### src/hw/fhb_pkg.sv
// Package: pin field layout, bus timing counts and carrier structs for the flash host
package fhb_pkg;
	localparam int ADDR_W = 19;
	localparam int DATA_W = 8;
	localparam int BYTE_W = 14;
	localparam int BLOCK_W = 5;
	localparam int BLOCK_LSB = 14;
	localparam int NUM_BLOCKS = 32;
	localparam int CLK_PERIOD_NS = 10;
	// Recovery after deep power-down
	localparam int WAKE_NS = 750;
	localparam int WAKE_CYC = (WAKE_NS + CLK_PERIOD_NS - 1) / CLK_PERIOD_NS;
	// Reset pulse held low, read access and write strobe widths
	localparam int RESET_HOLD_NS = 100;
	localparam int RESET_HOLD_CYC = (RESET_HOLD_NS + CLK_PERIOD_NS - 1) / CLK_PERIOD_NS;
	localparam int ACCESS_NS = 200;
	localparam int ACCESS_CYC = (ACCESS_NS + CLK_PERIOD_NS - 1) / CLK_PERIOD_NS;
	localparam int STROBE_NS = 100;
	localparam int STROBE_CYC = (STROBE_NS + CLK_PERIOD_NS - 1) / CLK_PERIOD_NS;
	localparam int HOLD_NS = 30;
	localparam int HOLD_CYC = (HOLD_NS + CLK_PERIOD_NS - 1) / CLK_PERIOD_NS;
	localparam int CNT_W = 8;

	// User request toward the bus
	typedef struct packed {
		logic write;
		logic [BLOCK_W-1:0] block;
		logic [BYTE_W-1:0] offset;
		logic [DATA_W-1:0] wdata;
	} fhb_req_s;

	// Pins driven toward the flash
	typedef struct packed {
		logic [ADDR_W-1:0] addr;
		logic [DATA_W-1:0] dout;
		logic dout_en;
		logic chip_sel_n;
		logic out_en_n;
		logic write_n;
		logic reset_powerdown_n;
	} fhb_pins_s;

	typedef enum logic [2:0] {
		FHB_PWRDN,
		FHB_WAKE,
		FHB_IDLE,
		FHB_RD,
		FHB_WR,
		FHB_WR_HOLD,
		FHB_GAP
	} fhb_state_e;
endpackage : fhb_pkg

### src/hw/fhb_host.sv
// Host controller driving the asynchronous pins of a block-erasable flash
//
// Contract
// - Host drives command or data on writes
// - Chip select low for any access
// - Wait 750 ns after reset release
// - Hold reset low through power transitions
// - Write strobe rising edge latches address, data
`timescale 1ns/100ps
module fhb_host #(
	parameter int WAKE_CYC = fhb_pkg::WAKE_CYC,
	parameter int ACCESS_CYC = fhb_pkg::ACCESS_CYC,
	parameter int STROBE_CYC = fhb_pkg::STROBE_CYC
) (
	input wire logic clk_i,
	input wire logic rst_i,
	// User side
	input wire logic req_valid_i,
	input wire fhb_pkg::fhb_req_s req_i,
	output logic req_ready_o,
	output logic rd_valid_o,
	output logic [fhb_pkg::DATA_W-1:0] rd_data_o,
	input wire logic powerdown_i,
	output logic busy_o,
	output logic awake_o,
	// Flash pins
	output logic [fhb_pkg::ADDR_W-1:0] addr_o,
	input wire logic [fhb_pkg::DATA_W-1:0] data_lines_i,
	output logic [fhb_pkg::DATA_W-1:0] data_lines_o,
	output logic data_lines_oe_o,
	output logic chip_sel_n_o,
	output logic out_en_n_o,
	output logic write_n_o,
	output logic reset_powerdown_n_o,
	input wire logic ready_busy_n_i
);
	////////////////////////////////////////////////////////////////////////////////
	// State and pin registers
	fhb_pkg::fhb_state_e state_q;
	fhb_pkg::fhb_state_e state_d;
	fhb_pkg::fhb_pins_s pins_q;
	fhb_pkg::fhb_pins_s pins_d;
	logic [fhb_pkg::DATA_W-1:0] rd_data_q;
	logic [fhb_pkg::DATA_W-1:0] rd_data_d;
	logic rd_valid_q;
	logic rd_valid_d;
	logic ready_q;
	logic ready_d;
	logic busy_q;
	logic awake_q;
	logic t_load;
	logic [fhb_pkg::CNT_W-1:0] t_count;
	logic t_done;

	// Cut an integer cycle count to the timer width
	function automatic logic [fhb_pkg::CNT_W-1:0] cyc(input int n);
		cyc = fhb_pkg::CNT_W'(n);
	endfunction : cyc

	// Join block and offset into the pin address
	function automatic logic [fhb_pkg::ADDR_W-1:0] join_addr(input fhb_pkg::fhb_req_s r);
		join_addr = {r.block, r.offset};
	endfunction : join_addr

	////////////////////////////////////////////////////////////////////////////////
	// Timing counter
	fhb_timer #(
		.CNT_W(fhb_pkg::CNT_W)
	) u_timer (
		.clk_i(clk_i),
		.rst_i(rst_i),
		.load_i(t_load),
		.count_i(t_count),
		.done_o(t_done)
	);

	// Accept a request only in idle, while ready is shown, with no pending power-down
	wire take_req = (state_q == fhb_pkg::FHB_IDLE) && ready_q && req_valid_i && !powerdown_i;
	wire wake_req = (state_q == fhb_pkg::FHB_PWRDN) && !powerdown_i && t_done;

	////////////////////////////////////////////////////////////////////////////////
	// Next state, pins and timer loads
	always_comb begin
		state_d = state_q;
		pins_d = pins_q;
		rd_data_d = rd_data_q;
		rd_valid_d = 1'b0;
		ready_d = 1'b0;
		t_load = 1'b0;
		t_count = '0;
		case (state_q)
			fhb_pkg::FHB_PWRDN: begin
				// Reset held low; minimum low time before wake
				pins_d.reset_powerdown_n = 1'b0;
				pins_d.chip_sel_n = 1'b1;
				pins_d.out_en_n = 1'b1;
				pins_d.write_n = 1'b1;
				pins_d.dout_en = 1'b0;
				if (wake_req) begin
					pins_d.reset_powerdown_n = 1'b1;
					t_load = 1'b1;
					t_count = cyc(WAKE_CYC);
					state_d = fhb_pkg::FHB_WAKE;
				end
			end
			fhb_pkg::FHB_WAKE: begin
				// No access until the recovery time has run out
				if (t_done) begin
					ready_d = !req_valid_i;
					state_d = fhb_pkg::FHB_IDLE;
				end
			end
			fhb_pkg::FHB_IDLE: begin
				ready_d = 1'b1;
				if (powerdown_i) begin
					ready_d = 1'b0;
					pins_d.reset_powerdown_n = 1'b0;
					t_load = 1'b1;
					t_count = cyc(fhb_pkg::RESET_HOLD_CYC);
					state_d = fhb_pkg::FHB_PWRDN;
				end else if (take_req) begin
					ready_d = 1'b0;
					pins_d.addr = join_addr(req_i);
					pins_d.chip_sel_n = 1'b0;
					t_load = 1'b1;
					if (req_i.write) begin
						pins_d.out_en_n = 1'b1;
						pins_d.dout = req_i.wdata;
						pins_d.dout_en = 1'b1;
						pins_d.write_n = 1'b0;
						t_count = cyc(STROBE_CYC);
						state_d = fhb_pkg::FHB_WR;
					end else begin
						pins_d.dout_en = 1'b0;
						pins_d.out_en_n = 1'b0;
						t_count = cyc(ACCESS_CYC);
						state_d = fhb_pkg::FHB_RD;
					end
				end
			end
			fhb_pkg::FHB_RD: begin
				// Sample data after the access time, then release the bus
				if (t_done) begin
					rd_data_d = data_lines_i;
					rd_valid_d = 1'b1;
					pins_d.out_en_n = 1'b1;
					pins_d.chip_sel_n = 1'b1;
					t_load = 1'b1;
					t_count = cyc(fhb_pkg::HOLD_CYC);
					state_d = fhb_pkg::FHB_GAP;
				end
			end
			fhb_pkg::FHB_WR: begin
				// Rising strobe edge latches address and data
				if (t_done) begin
					pins_d.write_n = 1'b1;
					t_load = 1'b1;
					t_count = cyc(fhb_pkg::HOLD_CYC);
					state_d = fhb_pkg::FHB_WR_HOLD;
				end
			end
			fhb_pkg::FHB_WR_HOLD: begin
				// Keep address and data stable past the strobe edge
				if (t_done) begin
					pins_d.dout_en = 1'b0;
					pins_d.chip_sel_n = 1'b1;
					t_load = 1'b1;
					t_count = cyc(fhb_pkg::HOLD_CYC);
					state_d = fhb_pkg::FHB_GAP;
				end
			end
			fhb_pkg::FHB_GAP: begin
				// Bus turnaround before the next access
				if (t_done) begin
					ready_d = !powerdown_i;
					state_d = fhb_pkg::FHB_IDLE;
				end
			end
			default: begin
				state_d = fhb_pkg::FHB_PWRDN;
			end
		endcase
	end

	////////////////////////////////////////////////////////////////////////////////
	// Registers; reset starts with the flash held in reset
	always_ff @(posedge clk_i) begin
		if (rst_i) begin
			state_q <= fhb_pkg::FHB_PWRDN;
			pins_q <= '{addr: '0, dout: '0, dout_en: 1'b0, chip_sel_n: 1'b1,
				out_en_n: 1'b1, write_n: 1'b1, reset_powerdown_n: 1'b0};
			rd_data_q <= '0;
			rd_valid_q <= 1'b0;
			ready_q <= 1'b0;
			busy_q <= 1'b0;
			awake_q <= 1'b0;
		end else begin
			state_q <= state_d;
			pins_q <= pins_d;
			rd_data_q <= rd_data_d;
			rd_valid_q <= rd_valid_d;
			ready_q <= ready_d;
			busy_q <= !ready_busy_n_i && pins_q.reset_powerdown_n;
			awake_q <= (state_d == fhb_pkg::FHB_IDLE) || (state_d == fhb_pkg::FHB_RD)
				|| (state_d == fhb_pkg::FHB_WR) || (state_d == fhb_pkg::FHB_WR_HOLD)
				|| (state_d == fhb_pkg::FHB_GAP);
		end
	end

	////////////////////////////////////////////////////////////////////////////////
	// Outputs straight from registers
	assign addr_o = pins_q.addr;
	assign data_lines_o = pins_q.dout;
	assign data_lines_oe_o = pins_q.dout_en;
	assign chip_sel_n_o = pins_q.chip_sel_n;
	assign out_en_n_o = pins_q.out_en_n;
	assign write_n_o = pins_q.write_n;
	assign reset_powerdown_n_o = pins_q.reset_powerdown_n;
	assign rd_data_o = rd_data_q;
	assign rd_valid_o = rd_valid_q;
	assign req_ready_o = ready_q;
	assign busy_o = busy_q;
	assign awake_o = awake_q;
endmodule : fhb_host

### src/hw/fhb_timer.sv
// Down-counter that signals when a programmed cycle count has elapsed
`timescale 1ns/100ps
module fhb_timer #(
	parameter int CNT_W = 8
) (
	input wire logic clk_i,
	input wire logic rst_i,
	input wire logic load_i,
	input wire logic [CNT_W-1:0] count_i,
	output logic done_o
);
	logic [CNT_W-1:0] cnt_q;
	logic [CNT_W-1:0] cnt_d;

	// Load a fresh count or step toward zero
	assign cnt_d = load_i ? count_i : ((cnt_q != '0) ? cnt_q - 1'b1 : cnt_q);
	assign done_o = (cnt_q == '0); // Depends on the count only, so a reload cannot loop back

	// Counter register
	always_ff @(posedge clk_i) begin
		if (rst_i) begin
			cnt_q <= '0;
		end else begin
			cnt_q <= cnt_d;
		end
	end
endmodule : fhb_timer

### config.mk
export PLATFORM = sky130hd
export DESIGN_NAME = fhb_host
export DESIGN_NICKNAME = d
export VERILOG_FILES = /design/src/hw/fhb_pkg.sv /design/src/hw/fhb_host.sv /design/src/hw/fhb_timer.sv
export SDC_FILE = /design/constraint.sdc
export NUM_CORES = 1
export LEC_CHECK = 0
export ABC_AREA = 1
export BUFFER_PORTS_ARGS = -buffer_cell sky130_fd_sc_hd__buf_2
export CORE_ASPECT_RATIO = 0.75
export CORE_MARGIN = 2
export CORE_UTILIZATION = 25
export CTS_CLUSTER_SIZE = 30
export DETAILED_ROUTE_END_ITERATION = 8
export GPL_TIMING_DRIVEN = 0
export HOLD_SLACK_MARGIN = 0.15
export PLACE_DENSITY_LB_ADDON = 0.25
export SLEW_MARGIN = 10
export SYNTH_ARGS = -nofsm -noshare
export SYNTH_HDL_FRONTEND = slang
export SYNTH_SLANG_ARGS = --single-unit
### constraint.sdc
create_clock -name clk_i -period 1.9 [get_ports clk_i]
set_clock_uncertainty 0.15 [all_clocks]
set_input_delay 0.38 -clock clk_i [delete_from_list [all_inputs] [get_ports clk_i]]
set_output_delay 0.38 -clock clk_i [all_outputs]
set_load 0.01 [all_outputs]
### After elaboration in Yosys (flattened, before gate mapping)

Cells that the tools add are included.

* register bits: 55
* input port bits: 41
* output and inout port bits: 44
* logic and storage cells: 108

* add/subtract/negate cells: 1
* eq/ne operators: 18
* mux-type cells: 39
* bitwise gates (word level): 2
* reduce and logical (&&, ||, !) cells: 34

Operators with widths (count)
* $mux W8: 4
* $pmux W8 S3: 1
* $mux W3: 7
* $eq A3 B3 Y1 const B: 6
* $pmux W1 S3: 5
* $pmux W3 S5: 1
* $ne A2 B2 Y1 const B: 7
* $eq A3 B2 Y1 const B: 4
* $mux W1: 12
* $reduce_and A4 Y1: 3
* $reduce_and A5 Y1: 2
* $reduce_bool A3 Y1: 3
* $logic_not A8 Y1: 1
* $mux W4: 2
* $reduce_bool A8 Y1: 1
* $sub A8 B1 Y8 const B: 1
* $mux W7: 1
* $logic_and A1 B1 Y1: 6
* $mux W2: 3
* $reduce_or A2 Y1: 3
* $mux W5: 1
* $logic_or A1 B1 Y1: 4
* $pmux W1 S4: 1
* $reduce_and A2 Y1: 2
* other kinds (9): 13

### Logic depth before layout (Yosys ltp)

* depth in word-level cells: 12
* depth in mapped cells: 10
* depth with buffers taken out: 10

### Modules after synthesis

Synthesis repeated with hierarchy kept, for this count alone.

* cell total of the unflattened synthesis: 340
* area, all modules: 2464.9 µm²

Modules (own cells, without submodules)
* fhb_host: times used 1, cells an instance 262, area an instance 1946.9 µm², sequential area each 940.9 µm²
* fhb_timer: times used 1, cells an instance 78, area an instance 518.0 µm², sequential area each 160.2 µm²

### Worst setup path before layout

OpenSTA, ideal clock, no wires.

* path type: reg-to-reg
* start point: register u_timer.cnt_q[0]
* end point: register pins_q (netlist bit out_en_n_o)
* setup time: 0.130 ns
* arrival: 1.288 ns
* data required time: 1.620 ns
* slack: 0.332 ns
* cell stages (with the launch flop): 11
* buffers on the path: 1
* period minus slack after synthesis: 1.568 ns
* path through: dfxtp_1 inv_1 ha_1 nand2_1 nor2_4 inv_2 nor2_1 buf_4 o21ai_0 nand2_1 nand3_1

* cells in the longest elaborated chain, start to end: 3

Ends and longest elaborated chain
* from (decl): line fhb_timer.sv:12 `logic [CNT_W-1:0] cnt_q;`
* from (signal assigned): line fhb_timer.sv:24 `cnt_q <= cnt_d;`
* $logic_not A8 Y1: line fhb_timer.sv:17 `assign done_o = (cnt_q == '0);`
* $ne A2 B2 Y1 (no line)
* $reduce_and A4 Y1 (no line)
* to (signal assigned): line fhb_host.sv:190 `pins_q <= '{addr: '0, dout: '0, dout_en: 1'b0, chip_sel_n: 1'b1,`
* to (signal assigned): line fhb_host.sv:199 `pins_q <= pins_d;`
* to (decl): line fhb_host.sv:41 `fhb_pkg::fhb_pins_s pins_q;`

Every way passes these cells.
A chain may end at the register's enable or synchronous reset.

### Final worst setup path

* start point: register state_q[2]
* end point: register pins_q (netlist bit chip_sel_n_o)

* cells in the longest elaborated chain, start to end: 6
* elaborated cells on any way between the ends: 14
* classes of those cells: 7 x eq/ne; 1 x mux; 6 x reduce/logical

Ends and longest elaborated chain
* from (decl): line fhb_host.sv:39 `fhb_pkg::fhb_state_e state_q;`
* from (signal assigned): line fhb_host.sv:189 `state_q <= fhb_pkg::FHB_PWRDN;`
* from (signal assigned): line fhb_host.sv:198 `state_q <= state_d;`
* $eq A3 B2 Y1: line fhb_host.sv:78, fhb_host.sv:91
* $logic_and A1 B1 Y1 (3 in series): line fhb_host.sv:78 `wire take_req = (state_q == fhb_pkg::FHB_IDLE) && ready_q && req_valid_i && !powerdown_i;`
* $ne A2 B2 Y1 (no line)
* $reduce_and A5 Y1 (no line)

Several ways; a longest one is shown, not always the timed one.

==> run_results.csv <==
group,metric,value,unit
run_status,status,"completed",
global_route,busiest_layer,"met2",
logic_synthesis,ys_ff_latch,55,
critical_path,worst_path_largest_cell_delay,0.35,ns
critical_path,cp.required,1.93,ns
power_and_ir_drop,combPwrFrac,29.4,%
global_route,use_met3,4.50,%
route,remaining_drc_errors,0,
global_route,grt_pass1_vias,2129,
critical_path,path_cells,"inv_1 > nand2_4 > nor2_8 > nand2_4 > buf_6 > nand2_1 > nand2_1 > a21oi_1 > o21ai_1",
sta,min_period,1.73,ns
logic_synthesis,netlist_area,2360,sq um
global_route,antenna_found_initial,0,
place,place_congestion,0.841,
run,maxCapViolCount,0,
cts,htreeDepth,2,
critical_path,cp-start-kind,"register",
power_and_ir_drop,switching_share,33.4,%
sta,setup_tns,0,ns
critical_path,reg2reg_setup_slack,0.17,ns
logic_synthesis,synth_most_common_cell,"nor2_1",
power_and_ir_drop,p_int,2.15,mW
die,num_io_pins,85,
place,post_dp_cell_area,2940,sq um
sta,tightest_slew,0.535,ns
logic_synthesis,ys_types,30,
cts,clk_pin_slew,0.07,ns
power_and_ir_drop,power_density,1040,nW/um^2
sta,maxSlewHeadroom,64.4,%
sta,rsz0062_at_grt,"no",
die,row_count,30,
critical_path,worstPathArrival,1.76,ns
place,hpwl,4.89,mm
route,vias_per_cell,4.16,
global_route,use_met1,17.6,%
global_route,track_usage,12.9,%
logic_synthesis,netlist.area_leader.share,46.7,%
cts,clk_path_buf_depth,2,
global_route,grt_pass1_wl,10.2,mm
logic_synthesis,ys.flop_type,"dfxtp_1",
logic_synthesis,avgSynthCellArea,7.26,sq um
global_route,gr-total-overflow,0,
route,ant_nets,0,
cts,numCtsBuffers,5,
die,die_w,116,microns
layout,drive_gt1_share,26.8,%
cts,clock_sinks,55,
power_and_ir_drop,switching_power,1.08,mW
global_route,grt_max_degree,17,
route,num_vias,2272,
critical_path,worstSetupEndpointType,"register",
critical_path,cp_max_fo,10,
layout,area_delta_synth_final,31.5,%
die,core_area,9120,sq um
logic_synthesis,netlist_instances,325,
route,drt-pass1-iter-count,4,
cts,ctsRootBufferMaster,"clkbuf_16",
place,port_buffers,84,
power_and_ir_drop,p_clk_share,29.5,%
route,routed_wl,6.42,mm
die,start_util,25.9,%
logic_synthesis,yosysWarnings,0,
logic_synthesis,synth_largest_area_cell,"dfxtp_1",
power_and_ir_drop,power_frac_seq,41.1,%
critical_path,crit_type,"reg -> reg",
route,post_drt_wl_per_cell,11.8,microns
critical_path,cp_slowest_cell,"dfxtp_1",
die,die_h,88.1,microns
sta,min_period_over_period,91.0,%
power_and_ir_drop,ir_worst_vdd,0.408,mV
logic_synthesis,synth_seq_area_share,46.7,%
sta,hold_violations,0,
layout,final_nets,460,
logic_synthesis,synth-async-reset-ratio,0,%
layout,stdcell_area,3100,sq um
layout,antenna_cells,0,
sta,max_clock_freq,578,MHz
sta,finalMaxSlewViolations,0,
cts,cts_tree,"done",
global_route,met2_usage,19.2,%
min_path,hold_class,"in -> reg",
die,dieArea,10200,sq um
cts,clock_latency,0.29,ns
power_and_ir_drop,p_leak,1.52,nW
logic_synthesis,netlist_top_cells_count,"nor2_1, dfxtp_1, nand2_1, o21ai_0, inv_1",
sta,setup_viol,0,
layout,n_fill_cell,1013,
logic_synthesis,syn_nets,368,
logic_synthesis,ys_top_cells_by_area,"dfxtp_1, nor2_1, o21ai_0, nand2_1, inv_1",
logic_synthesis,synth_enable_flop_cells,0,
route,drt_iter0_drc,80,
-- registers in the layout, summed over array words and instances, names as in the netlist, 3 cells and up --
register	flops
addr_o	19
data_lines_o	8
rd_data_o	8
state_q	3
u_timer.cnt_q	8
-- critical path: cells and delay by family (launching register included) --
kind / cells / cell delay (ns)
AO/OA/AOI/OAI: 2 / 0.20
buffers and inverters: 2 / 0.31
flip-flops: 1 / 0.35
AND/OR/NAND/NOR: 5 / 0.61
-- power by group through the flow --
| stage | Sequential (mW) | Clock [mW] | Combinational, mW |
|---|---|---|---|
| global placement | 1.35 | 0 | 0.940 |
| detailed placement | 1.35 | 0 | 0.942 |
| CTS | 1.33 | 0.982 | 0.946 |
| finish | 1.33 | 0.951 | 0.947 |
| global route | 1.34 | 1.03 | 1.08 |
| floorplan | 1.34 | 0 | 0.721 |
-- kinds of logic (layout without fill, tap and decap cells) --
logic type               Yosys count  after routing  share of synthesized area, %
buffers and inverters             42            135                          8.01
AND/OR/NAND/NOR                  161            161                          29.9
XOR/XNOR                           2              2                         0.742
flip-flops                        55             55                          46.7
AO/OA/AOI/OAI                     63             63                          13.6
adder cells (fa/ha/maj)            2              2                          1.06
-- worst paths after layout --
kind | start | cells past startpoint | to
setup / recovery | state_q[2]$_SDFF_PP0_ | 9 | chip_sel_n_o$_SDFFE_PP1P_
hold / removal | data_lines_i[6] | 3 | rd_data_o[6]$_SDFFE_PP0P_
setup reg to reg | state_q[2]$_SDFF_PP0_ | 9 | chip_sel_n_o$_SDFFE_PP1P_
hold reg to reg | data_lines_o[7]$_SDFFE_PP0P_ | 2 | data_lines_o[7]$_SDFFE_PP0P_
-- final cells by class --
| class | instances | area [sq um] | share of cell area [%] |
|---|---|---|---|
| flip-flops and latches | 55 | 1100 | 35.5 |
| multi-input cells | 228 | 1070 | 34.5 |
| plain buffers | 12 | 76.3 | 2.46 |
| repair buffers | 85 | 430 | 13.9 |
| inverters | 30 | 113 | 3.63 |
| well taps | 128 | 160 | 5.16 |
| clock inverters | 1 | 8.76 | 0.282 |
| clock buffers | 7 | 143 | 4.59 |
-- through the flow --
| stage | total power, mW | utilization (%) | hold WS (ns) | setup WS [ns] | instances |
|---|---|---|---|---|---|
| 2_1_floorplan | 2.06 | - | 0.293 | 0.332 | 325 |
| 3_3_place_gp | 2.29 | 32.2 | 0.278 | 0.142 | 537 |
| 3_5_place_dp | 2.29 | 32.2 | 0.288 | 0.145 | 537 |
| 4_1_cts | 3.25 | 34.0 | 0.159 | 0.147 | 546 |
| 5_1_grt | 3.45 | 34.0 | 0.162 | 0.0233 | 546 |
| 6_report | 3.22 | 34.0 | 0.160 | 0.171 | 546 |
-- cell usage in the layout, fill, tap and decap left out, types with 2 or more instances in the layout --
cell type / instances
dfxtp_1: 55
buf_6: 3
inv_2: 5
clkbuf_1: 7
buf_2: 85
nand2_2: 2
nand3_1: 15
a31oi_1: 2
a21oi_1: 15
ha_1: 2
nand4_1: 5
inv_1: 25
clkbuf_16: 5
o21ai_0: 43
nor2_1: 79
nand2_1: 49
buf_4: 2
nand2_4: 2
-- metal layers --
layer  part of all wire [%]  wire length (microns)
met3                    8.4                    542
met1                     49                   3140
met2                     42                   2670
met5                      0                      0
met4                    1.1                     70
-- what timing repair did --
action | CTS | global route
hold buffers | 1 | 0
buffers inserted | 0 | 0
hold endpoints to repair | 1 | 0
endpoints found under the setup margin | 0 | 1
resized for setup | 0 | 1
Power figures use the tool's default switching activity.
